===== config.mk =====
export PLATFORM = sky130hd
export DESIGN_NAME = rpac_top
export DESIGN_NICKNAME = d
export VERILOG_FILES = /design/src/hw/rpac_top.v /design/src/hw/rpac_region_match.v /design/src/hw/rpac_attr_decode.v
export VERILOG_INCLUDE_DIRS = /design/src /design/src/hw
export SDC_FILE = /design/constraint.sdc
export NUM_CORES = 2
export LEC_CHECK = 0
export BUFFER_PORTS_ARGS = -buffer_cell sky130_fd_sc_hd__buf_2
export CORE_AREA = 2 2 310 312
export DETAILED_ROUTE_END_ITERATION = 6
export DIE_AREA = 0 0 312 314
export REMOVE_ABC_BUFFERS = 1
export SKIP_CTS_REPAIR_TIMING = 1
export SLEW_MARGIN = 20
export SYNTH_ARGS = -nofsm -noshare
export SYNTH_HDL_FRONTEND = slang
export SYNTH_SLANG_ARGS = --single-unit

===== constraint.sdc =====
create_clock -name clock -period 39.4 [get_ports clock]
set_clock_uncertainty 0.05 [all_clocks]
set_input_delay 1.97 -clock clock [delete_from_list [all_inputs] [get_ports clock]]
set_output_delay 1.97 -clock clock [all_outputs]
set_load 0.01 [all_outputs]

===== src/hw/rpac_defs.vh =====
`ifndef RPAC_DEFS_VH
`define RPAC_DEFS_VH

// region programming words, consecutive word indices
`define RPAC_WORD_SELECT      2'h0
`define RPAC_WORD_BASE        2'h1
`define RPAC_WORD_ATTR        2'h2

`define RPAC_REGION_COUNT     8
`define RPAC_REGION_IDX_W     3

// region_base_reg fields
`define RPAC_BASE_REGION_HI   3
`define RPAC_BASE_REGION_LO   0
`define RPAC_BASE_VALID       4
`define RPAC_BASE_ADDR_LO     5

// region_attr_size_reg fields
`define RPAC_ATTR_ENABLE      0
`define RPAC_ATTR_SIZE_HI     5
`define RPAC_ATTR_SIZE_LO     1
`define RPAC_ATTR_MASK_HI     15
`define RPAC_ATTR_MASK_LO     8
`define RPAC_ATTR_B           16
`define RPAC_ATTR_C           17
`define RPAC_ATTR_S           18
`define RPAC_ATTR_EXT_HI      21
`define RPAC_ATTR_EXT_LO      19
`define RPAC_ATTR_PERM_HI     26
`define RPAC_ATTR_PERM_LO     24
`define RPAC_ATTR_NOEXEC      28

// smallest size code that has subregions (256 bytes)
`define RPAC_SIZE_SUBREGION   5'h07

// reset values
`define RPAC_RESET_WORD       32'h0000_0000
`define RPAC_RESET_BASE       27'h000_0000
`define RPAC_RESET_SELECT     8'h00
`define RPAC_RESET_STATUS     8'h00

// memory types
`define RPAC_MT_STRONG        2'h0
`define RPAC_MT_DEVICE        2'h1
`define RPAC_MT_NORMAL        2'h2
`define RPAC_MT_RESERVED      2'h3

// cache policy codes
`define RPAC_POL_NC           2'h0
`define RPAC_POL_WB_WRA       2'h1
`define RPAC_POL_WT_NWA       2'h2
`define RPAC_POL_WB_NWA       2'h3

// access permission codes
`define RPAC_PERM_NONE        3'h0
`define RPAC_PERM_PRIV_RW     3'h1
`define RPAC_PERM_USER_RO     3'h2
`define RPAC_PERM_FULL        3'h3
`define RPAC_PERM_RSVD        3'h4
`define RPAC_PERM_PRIV_RO     3'h5
`define RPAC_PERM_RO_A        3'h6
`define RPAC_PERM_RO_B        3'h7

// memfault_status_bits positions
`define RPAC_MFS_FETCH_VIOL   0
`define RPAC_MFS_DATA_VIOL    1
`define RPAC_MFS_ADDR_VALID   7

`endif


===== src/hw/rpac_top.v =====
`timescale 1ns/1ns
`include "rpac_defs.vh"

module rpac_top (
   input  wire        clock,
   input  wire        rst_b,
   input  wire        mpu_enable,
   input  wire        privileged_background_enable,
   input  wire        hfnmi_enable,
   input  wire        handler_escalated,
   input  wire        prog_we,
   input  wire [1:0]  prog_word,
   input  wire [31:0] prog_wdata,
   input  wire [1:0]  prog_rword,
   output reg  [31:0] prog_rdata,
   output reg  [7:0]  region_select_reg,
   input  wire        acc_valid,
   input  wire [31:0] acc_addr,
   input  wire        acc_write,
   input  wire        acc_priv,
   input  wire        acc_fetch,
   output wire        acc_fault,
   output reg         attr_valid,
   output reg         attr_region_hit,
   output reg  [2:0]  attr_region,
   output reg  [1:0]  attr_mem_type,
   output reg         attr_shareable,
   output reg  [1:0]  attr_inner_cache_policy,
   output reg  [1:0]  attr_outer_cache_policy,
   output reg         attr_impl_defined,
   output reg         memfault_exc,
   input  wire [7:0]  memfault_clear,
   output reg  [7:0]  memfault_status_bits,
   output reg  [31:0] fault_addr
);

   // permission table for one access
   function perm_allows;
      input [2:0] perm;
      input       priv;
      input       wr;
      begin
         case (perm)
            `RPAC_PERM_NONE:    perm_allows = 1'b0;
            `RPAC_PERM_PRIV_RW: perm_allows = priv;
            `RPAC_PERM_USER_RO: perm_allows = priv | ~wr;
            `RPAC_PERM_FULL:    perm_allows = 1'b1;
            `RPAC_PERM_RSVD:    perm_allows = 1'b0;
            `RPAC_PERM_PRIV_RO: perm_allows = priv & ~wr;
            `RPAC_PERM_RO_A:    perm_allows = ~wr;
            `RPAC_PERM_RO_B:    perm_allows = ~wr;
            default:            perm_allows = 1'b0;
         endcase
      end
   endfunction

   // one programming word selected
   function word_hit;
      input       we;
      input [1:0] word;
      input [1:0] target;
      begin
         word_hit = we && (word == target);
      end
   endfunction

   // reset synchroniser
   reg rst_meta_ff;
   reg rst_sync_ff;

   always @(posedge clock or negedge rst_b) begin
      if (!rst_b) begin
         rst_meta_ff <= 1'b0;
         rst_sync_ff <= 1'b0;
      end else begin
         rst_meta_ff <= 1'b1;
         rst_sync_ff <= rst_meta_ff;
      end
   end

   wire rst_sync_b = rst_sync_ff;

   // region storage
   reg [26:0] base_ff [0:`RPAC_REGION_COUNT-1];
   reg [31:0] attr_ff [0:`RPAC_REGION_COUNT-1];
   reg [7:0]  select_ff;

   wire       wr_select = word_hit(prog_we, prog_word, `RPAC_WORD_SELECT);
   wire       wr_base   = word_hit(prog_we, prog_word, `RPAC_WORD_BASE);
   wire       wr_attr   = word_hit(prog_we, prog_word, `RPAC_WORD_ATTR);
   wire       base_sel  = prog_wdata[`RPAC_BASE_VALID];
   wire [2:0] base_idx  = base_sel ?
                          prog_wdata[`RPAC_REGION_IDX_W-1:0] :
                          select_ff[`RPAC_REGION_IDX_W-1:0];

   reg [7:0] nxt_select;

   always @* begin
      nxt_select = select_ff;
      if (wr_select)
         nxt_select = prog_wdata[7:0];
      else if (wr_base && base_sel)
         nxt_select = {4'h0,
            prog_wdata[`RPAC_BASE_REGION_HI:`RPAC_BASE_REGION_LO]};
   end

   integer ri;

   always @(posedge clock or negedge rst_sync_b) begin
      if (!rst_sync_b) begin
         select_ff <= `RPAC_RESET_SELECT;
         for (ri = 0; ri < `RPAC_REGION_COUNT; ri = ri + 1) begin
            base_ff[ri] <= `RPAC_RESET_BASE;
            attr_ff[ri] <= `RPAC_RESET_WORD;
         end
      end else begin
         select_ff <= nxt_select;
         if (wr_base)
            base_ff[base_idx] <= prog_wdata[31:`RPAC_BASE_ADDR_LO];
         if (wr_attr)
            attr_ff[select_ff[`RPAC_REGION_IDX_W-1:0]] <= prog_wdata;
      end
   end

   // register readback
   reg [31:0] nxt_rdata;

   always @* begin
      case (prog_rword)
         `RPAC_WORD_SELECT: nxt_rdata = {24'h00_0000, select_ff};
         `RPAC_WORD_BASE:   nxt_rdata =
            {base_ff[select_ff[`RPAC_REGION_IDX_W-1:0]], 1'b0,
             select_ff[3:0]};
         `RPAC_WORD_ATTR:   nxt_rdata =
            attr_ff[select_ff[`RPAC_REGION_IDX_W-1:0]];
         default:           nxt_rdata = `RPAC_RESET_WORD;
      endcase
   end

   always @(posedge clock or negedge rst_sync_b) begin
      if (!rst_sync_b) begin
         prog_rdata        <= `RPAC_RESET_WORD;
         region_select_reg <= `RPAC_RESET_SELECT;
      end else begin
         prog_rdata        <= nxt_rdata;
         region_select_reg <= nxt_select;
      end
   end

   // per-region match, same check for fetch and data
   wire [`RPAC_REGION_COUNT-1:0] hit;

   genvar gi;
   generate
      for (gi = 0; gi < `RPAC_REGION_COUNT; gi = gi + 1) begin : g_match
         rpac_region_match u_match (
            .addr   (acc_addr),
            .base   (base_ff[gi]),
            .size   (attr_ff[gi][`RPAC_ATTR_SIZE_HI:`RPAC_ATTR_SIZE_LO]),
            .enable (attr_ff[gi][`RPAC_ATTR_ENABLE]),
            .mask   (attr_ff[gi][`RPAC_ATTR_MASK_HI:`RPAC_ATTR_MASK_LO]),
            .hit    (hit[gi])
         );
      end
   endgenerate

   // highest numbered hit wins; disabled subregions already drop out
   integer    wi;
   reg        win_hit;
   reg [2:0]  win_idx;

   always @* begin
      win_hit = 1'b0;
      win_idx = 3'h0;
      for (wi = 0; wi < `RPAC_REGION_COUNT; wi = wi + 1) begin
         if (hit[wi]) begin
            win_hit = 1'b1;
            win_idx = wi[2:0];
         end
      end
   end

   wire [31:0] win_attr = attr_ff[win_idx];
   wire [2:0]  win_perm = win_attr[`RPAC_ATTR_PERM_HI:`RPAC_ATTR_PERM_LO];
   wire        win_nx   = win_attr[`RPAC_ATTR_NOEXEC];

   // protection off, or escalated handler without the override
   wire mpu_active = mpu_enable & ~(handler_escalated & ~hfnmi_enable);

   wire is_write   = acc_write & ~acc_fetch;
   wire perm_ok    = perm_allows(win_perm, acc_priv, is_write);
   wire nx_fault   = acc_fetch & win_nx;
   wire region_bad = ~perm_ok | nx_fault;
   // no region: background only for privileged software
   wire miss_bad   = ~(acc_priv & privileged_background_enable);

   assign acc_fault = acc_valid & mpu_active &
                      (win_hit ? region_bad : miss_bad);

   // memory attributes of the winning region
   wire [1:0] dec_type;
   wire       dec_share;
   wire [1:0] dec_inner;
   wire [1:0] dec_outer;
   wire       dec_impl;

   rpac_attr_decode u_decode (
      .type_ext           (win_attr[`RPAC_ATTR_EXT_HI:`RPAC_ATTR_EXT_LO]),
      .cache_bit          (win_attr[`RPAC_ATTR_C]),
      .buf_bit            (win_attr[`RPAC_ATTR_B]),
      .share_bit          (win_attr[`RPAC_ATTR_S]),
      .mem_type           (dec_type),
      .shareable          (dec_share),
      .inner_cache_policy (dec_inner),
      .outer_cache_policy (dec_outer),
      .impl_defined       (dec_impl)
   );

   always @(posedge clock or negedge rst_sync_b) begin
      if (!rst_sync_b) begin
         attr_valid              <= 1'b0;
         attr_region_hit         <= 1'b0;
         attr_region             <= 3'h0;
         attr_mem_type           <= `RPAC_MT_STRONG;
         attr_shareable          <= 1'b0;
         attr_inner_cache_policy <= `RPAC_POL_NC;
         attr_outer_cache_policy <= `RPAC_POL_NC;
         attr_impl_defined       <= 1'b0;
      end else begin
         attr_valid <= acc_valid;
         if (acc_valid) begin
            attr_region_hit         <= win_hit & mpu_active;
            attr_region             <= win_idx;
            attr_mem_type           <= dec_type;
            attr_shareable          <= dec_share;
            attr_inner_cache_policy <= dec_inner;
            attr_outer_cache_policy <= dec_outer;
            attr_impl_defined       <= dec_impl;
         end
      end
   end

   // fault status, set wins over a same-cycle clear
   reg [7:0] set_bits;
   reg [7:0] nxt_status;

   always @* begin
      set_bits = 8'h00;
      if (acc_fault) begin
         if (acc_fetch) begin
            set_bits[`RPAC_MFS_FETCH_VIOL] = 1'b1;
         end else begin
            set_bits[`RPAC_MFS_DATA_VIOL]  = 1'b1;
            set_bits[`RPAC_MFS_ADDR_VALID] = 1'b1;
         end
      end
      nxt_status = (memfault_status_bits & ~memfault_clear) | set_bits;
   end

   always @(posedge clock or negedge rst_sync_b) begin
      if (!rst_sync_b) begin
         memfault_exc         <= 1'b0;
         memfault_status_bits <= `RPAC_RESET_STATUS;
         fault_addr           <= `RPAC_RESET_WORD;
      end else begin
         memfault_exc         <= acc_fault;
         memfault_status_bits <= nxt_status;
         if (acc_fault && !acc_fetch)
            fault_addr <= acc_addr;
      end
   end

endmodule


===== src/hw/rpac_region_match.v =====
`timescale 1ns/1ns
`include "rpac_defs.vh"

// address match of one region, with subregion disables applied
module rpac_region_match (
   input  wire [31:0] addr,
   input  wire [26:0] base,
   input  wire [4:0]  size,
   input  wire        enable,
   input  wire [7:0]  mask,
   output reg         hit
);

   integer    i;
   reg        in_range;
   reg [31:0] shifted;
   reg [2:0]  sub_idx;

   always @* begin
      in_range = 1'b1;
      // region spans 2^(size+1) bytes; compare the bits above that
      for (i = `RPAC_BASE_ADDR_LO; i < 32; i = i + 1) begin
         if (i > size && addr[i] != base[i - `RPAC_BASE_ADDR_LO])
            in_range = 1'b0;
      end
      shifted = addr >> (size - 5'h02);
      sub_idx = shifted[2:0];
      hit     = enable & in_range;
      // bit 0 of the mask is the lowest-addressed eighth
      if (size >= `RPAC_SIZE_SUBREGION && mask[sub_idx])
         hit = 1'b0;
   end

endmodule


===== src/hw/rpac_attr_decode.v =====
`timescale 1ns/1ns
`include "rpac_defs.vh"

// memory type and cache policy decode of one region
module rpac_attr_decode (
   input  wire [2:0] type_ext,
   input  wire       cache_bit,
   input  wire       buf_bit,
   input  wire       share_bit,
   output reg  [1:0] mem_type,
   output reg        shareable,
   output reg  [1:0] inner_cache_policy,
   output reg  [1:0] outer_cache_policy,
   output reg        impl_defined
);

   always @* begin
      mem_type           = `RPAC_MT_RESERVED;
      shareable          = share_bit;
      inner_cache_policy = `RPAC_POL_NC;
      outer_cache_policy = `RPAC_POL_NC;
      impl_defined       = 1'b0;
      if (type_ext[2]) begin
         mem_type           = `RPAC_MT_NORMAL;
         outer_cache_policy = type_ext[1:0];
         inner_cache_policy = {cache_bit, buf_bit};
      end else begin
         case ({type_ext[1:0], cache_bit, buf_bit})
            4'h0: begin
               mem_type  = `RPAC_MT_STRONG;
               shareable = 1'b1;
            end
            4'h1: begin
               mem_type  = `RPAC_MT_DEVICE;
               shareable = 1'b1;
            end
            4'h2: begin
               mem_type           = `RPAC_MT_NORMAL;
               inner_cache_policy = `RPAC_POL_WT_NWA;
               outer_cache_policy = `RPAC_POL_WT_NWA;
            end
            4'h3: begin
               mem_type           = `RPAC_MT_NORMAL;
               inner_cache_policy = `RPAC_POL_WB_NWA;
               outer_cache_policy = `RPAC_POL_WB_NWA;
            end
            4'h4: mem_type = `RPAC_MT_NORMAL;
            4'h5: mem_type = `RPAC_MT_RESERVED;
            4'h6: begin
               mem_type     = `RPAC_MT_NORMAL;
               impl_defined = 1'b1;
            end
            4'h7: begin
               mem_type           = `RPAC_MT_NORMAL;
               inner_cache_policy = `RPAC_POL_WB_WRA;
               outer_cache_policy = `RPAC_POL_WB_WRA;
            end
            4'h8: begin
               mem_type  = `RPAC_MT_DEVICE;
               shareable = 1'b0;
            end
            default: mem_type = `RPAC_MT_RESERVED;
         endcase
      end
   end

endmodule


==> summary.txt <==
status = complete, no violations
Post-Syn Area per Cell = 11.2 um^2
setup ws final = 29,610 ps
largest net degree at the start of global routing = 177
worst hold-check path type = reg -> reg
CTS HTree Levels = 3
worst hold slack = 301 ps
die width = 312 um
multi-input gate area in the final layout = 0.0219 mm^2
fraction of the mapped netlist area in simple logic gates = 7.21%
CP required = 37,380 ps
Primary FF master, synth = dfrtp_1
# DRC = 0
cell row count = 113
I/O Buffers = 181
FF+latch area = 0.0142 mm^2
# fillers = 8,957
clk sinks = 568
Longest Clk Path Bufs = 3
GRT overflow = 0
Synth Area in Compound Gates = 14.4%
Post-Syn Instances = 3,363
initial detailed-routing violation count = 4,335
Root Buffer Master = clkbuf_16
First-pass DRT Iterations = 7
Post-Synth Adder-Cell Area = 1.65%
post-route total power = 3.39 mW
largest family of logic cells by synthesized area = multiplexers
Slew Viols, Final = 0
Seq/Total Area, Yosys = 37.7%
CTS Buf Count = 69
synthesized cell area = 0.0377 mm^2
proportion of synthesized area in mux cells = 28.8%
final hold viol count = 0
Distinct cells, synth = 89
post-placement setup slack = 29,840 ps
max cap viols = 0
die span in y = 314 um
slew at the pin with the worst max-slew slack = 1170 ps
global-route wire length before repair = 226,000 um
CP Class = reg -> out
post-synthesis async set-or-reset flop share = 100%
Final Instance Area = 0.0418 mm^2
Biggest register = attr_ff
PwrDens = 81.1 mW/mm^2
Cell Area, Placed = 0.0395 mm^2
Total Routed Length = 159,000 um
vias in the first global route = 29.9k
Max VDD drop = 39.5 uV
Top Registers = attr_ff x256, base_ff x216
# IOs = 182
crit path capture type = primary output
Routed WL per cell = 34.0 um
share of cells above drive strength 1 = 32.2%
initial core utilization = 39.9%
EDFF count, synth = 0
Via Count = 31.3k
DR vias/cell = 6.70
GR Util All Layers = 31.8%
GP Congestion = 1.06
post-layout net count = 3,484
setup violators final = 0
Worst-path clk slew = 60 ps
Max Fclk = 102 MHz
TritonCTS clock tree = done
Worst slew margin = 22.1%
unrepaired setup endpoints after global routing = false
min cycle time layout = 9790 ps
max reg flops = 256
Yosys reg bits = 568
Ys Warns = 0
worst-path fanout max = 22
Area Overhead vs Synth = 11.0%
startpoint types = flip-flop
Synth Area in XOR/XNOR = 5.61%
antenna violations before repair = 10
Die Area = 0.0980 mm^2
worst skew pair latency = 660 ps
setup_tns = 0 ps
share of the clock period used by the worst path = 24.9%
Arr. time, crit path = 7770 ps
P_leak = 17.4 nW
core area = 0.0944 mm^2
antenna viol nets, final = 0
HPWL Detailed = 106,000 um
[worst paths after layout]
check	from	to	slack, ps	cells after the start
worst max-delay path	attr_ff[226]$_DFFE_PN0P_	acc_fault	29610	15
worst min-delay path	rst_meta_ff$_DFF_PN0_	rst_sync_b$_DFF_PN0_	300	0
worst max register to register	attr_ff[226]$_DFFE_PN0P_	fault_addr[3]$_DFFE_PN0P_	31350	15
worst min register to register	rst_meta_ff$_DFF_PN0_	rst_sync_b$_DFF_PN0_	300	0
max in group asynchronous	rst_sync_b$_DFF_PN0_	attr_ff[1]$_DFFE_PN0P_	35750	3
min in group asynchronous	rst_sync_b$_DFF_PN0_	memfault_status_bits[6]$_DFF_PN0_	400	0
[where the power goes]
group	internal (mW)	switching, mW
logic	0.729	0.956
clock network	0.387	0.272
registers	0.772	0.275
total	1.89	1.50
[cells in the final DEF, fill, tap and decap left out, types with 12 or more instances in the layout]
cell type	instances
mux4_2	165
nand4_1	53
nor2_1	79
a31oi_1	42
and3_1	20
xor2_1	99
nand2b_1	19
nor3_1	46
nor4_1	15
mux2i_1	141
a22oi_1	209
inv_1	48
clkinv_2	14
a2111oi_0	12
clkbuf_16	71
a211oi_1	16
nand3_1	59
buf_4	79
o22ai_1	24
ha_1	45
nand2_1	130
xnor2_1	133
mux2_4	28
a22o_1	52
o21ai_0	120
a221oi_1	28
and2_1	13
o31ai_1	15
mux2_2	470
a21oi_1	97
nor2b_1	33
nor2_4	12
clkbuf_1	12
buf_2	181
dfrtp_1	561
[cell families (layout without fill, tap and decap cells)]
logic type | count (synthesis) | count (layout)
AOI/OAI and AO/OA | 764 | 764
xor gates and xnor gates | 237 | 237
adders and majority gates | 51 | 51
buffers and inverters | 399 | 444
DFF | 568 | 568
muxes | 807 | 807
other | 1 | 4
and+or+nand+nor | 536 | 536
[area by class of cell]
type                       instances  area share [%]
tap                             1265            3.78
sequential                       568            34.0
multi-input combinational       2396            52.5
clock inverter                    33           0.820
antenna                            3          0.0179
timing repair buffer             262            3.68
inverter                          55           0.494
clock buffer                      94            4.72
[metrics by stage]
| stage | util, % | std cells |
|---|---|---|
| 5_1_grt | 44.3 | 4674 |
| 3_3_place_gp | 41.8 | 4546 |
| 2_1_floorplan | - | 3019 |
| 4_1_cts | 44.3 | 4673 |
| 3_5_place_dp | 41.8 | 4546 |
| 6_report | 44.3 | 4676 |
[per-layer routing]
metal	track usage, %	part of all wire [%]	vias up
met2	47.4	43	2035
met4	20.8	7.5	10
met1	42.1	39	16100
li1	-	-	12800
met5	0	0.045	-
met3	6.61	10	447
[worst max-delay path: stages, from the launching register on]
cell and delay, ps:
dfrtp_1 1090, clkinv_1 880, ha_1 480, xor2_1 130, buf_4 230, mux4_2 530
mux2i_1 600, mux4_2 580, mux2i_1 630, a31oi_1 140, nor4_1 490, nor3_1 260
nand2b_1 270, nor4_1 510, nor2_1 110, buf_2 160
[synth_stat cells, types with 9 or more instances]
master	count	area share (%)
a22o_1	52	1.2
o211ai_1	11	0.22
buf_2	57	0.76
xor2_1	99	2.3
o22ai_1	24	0.40
a311oi_1	10	0.23
dfrtp_1	568	38
mux4_2	165	9.9
a31oi_1	42	0.70
a21o_1	11	0.22
a21oi_1	97	1.3
and2_1	13	0.22
xnor2_1	133	3.1
mux2_4	28	1.1
o211a_1	11	0.29
mux2i_1	141	3.7
and3_1	20	0.33
buf_4	12	0.24
a221oi_1	28	0.65
nor2_1	91	0.91
a2111oi_0	12	0.28
nor3_1	54	0.72
a211oi_1	16	0.32
nor4_1	17	0.28
nand3b_1	9	0.18
nand3_1	59	0.78
mux2_2	470	14
nand2_1	130	1.3
a22oi_1	209	4.2
ha_1	45	1.5
o31ai_1	17	0.34
buf_6	13	0.39
nand2b_1	20	0.33
nor2b_1	35	0.58
inv_1	48	0.48
clkbuf_1	233	2.3
o21ai_0	120	1.6
buf_1	29	0.29
nand4_1	53	0.88
Power figures use the tool's default switching activity.
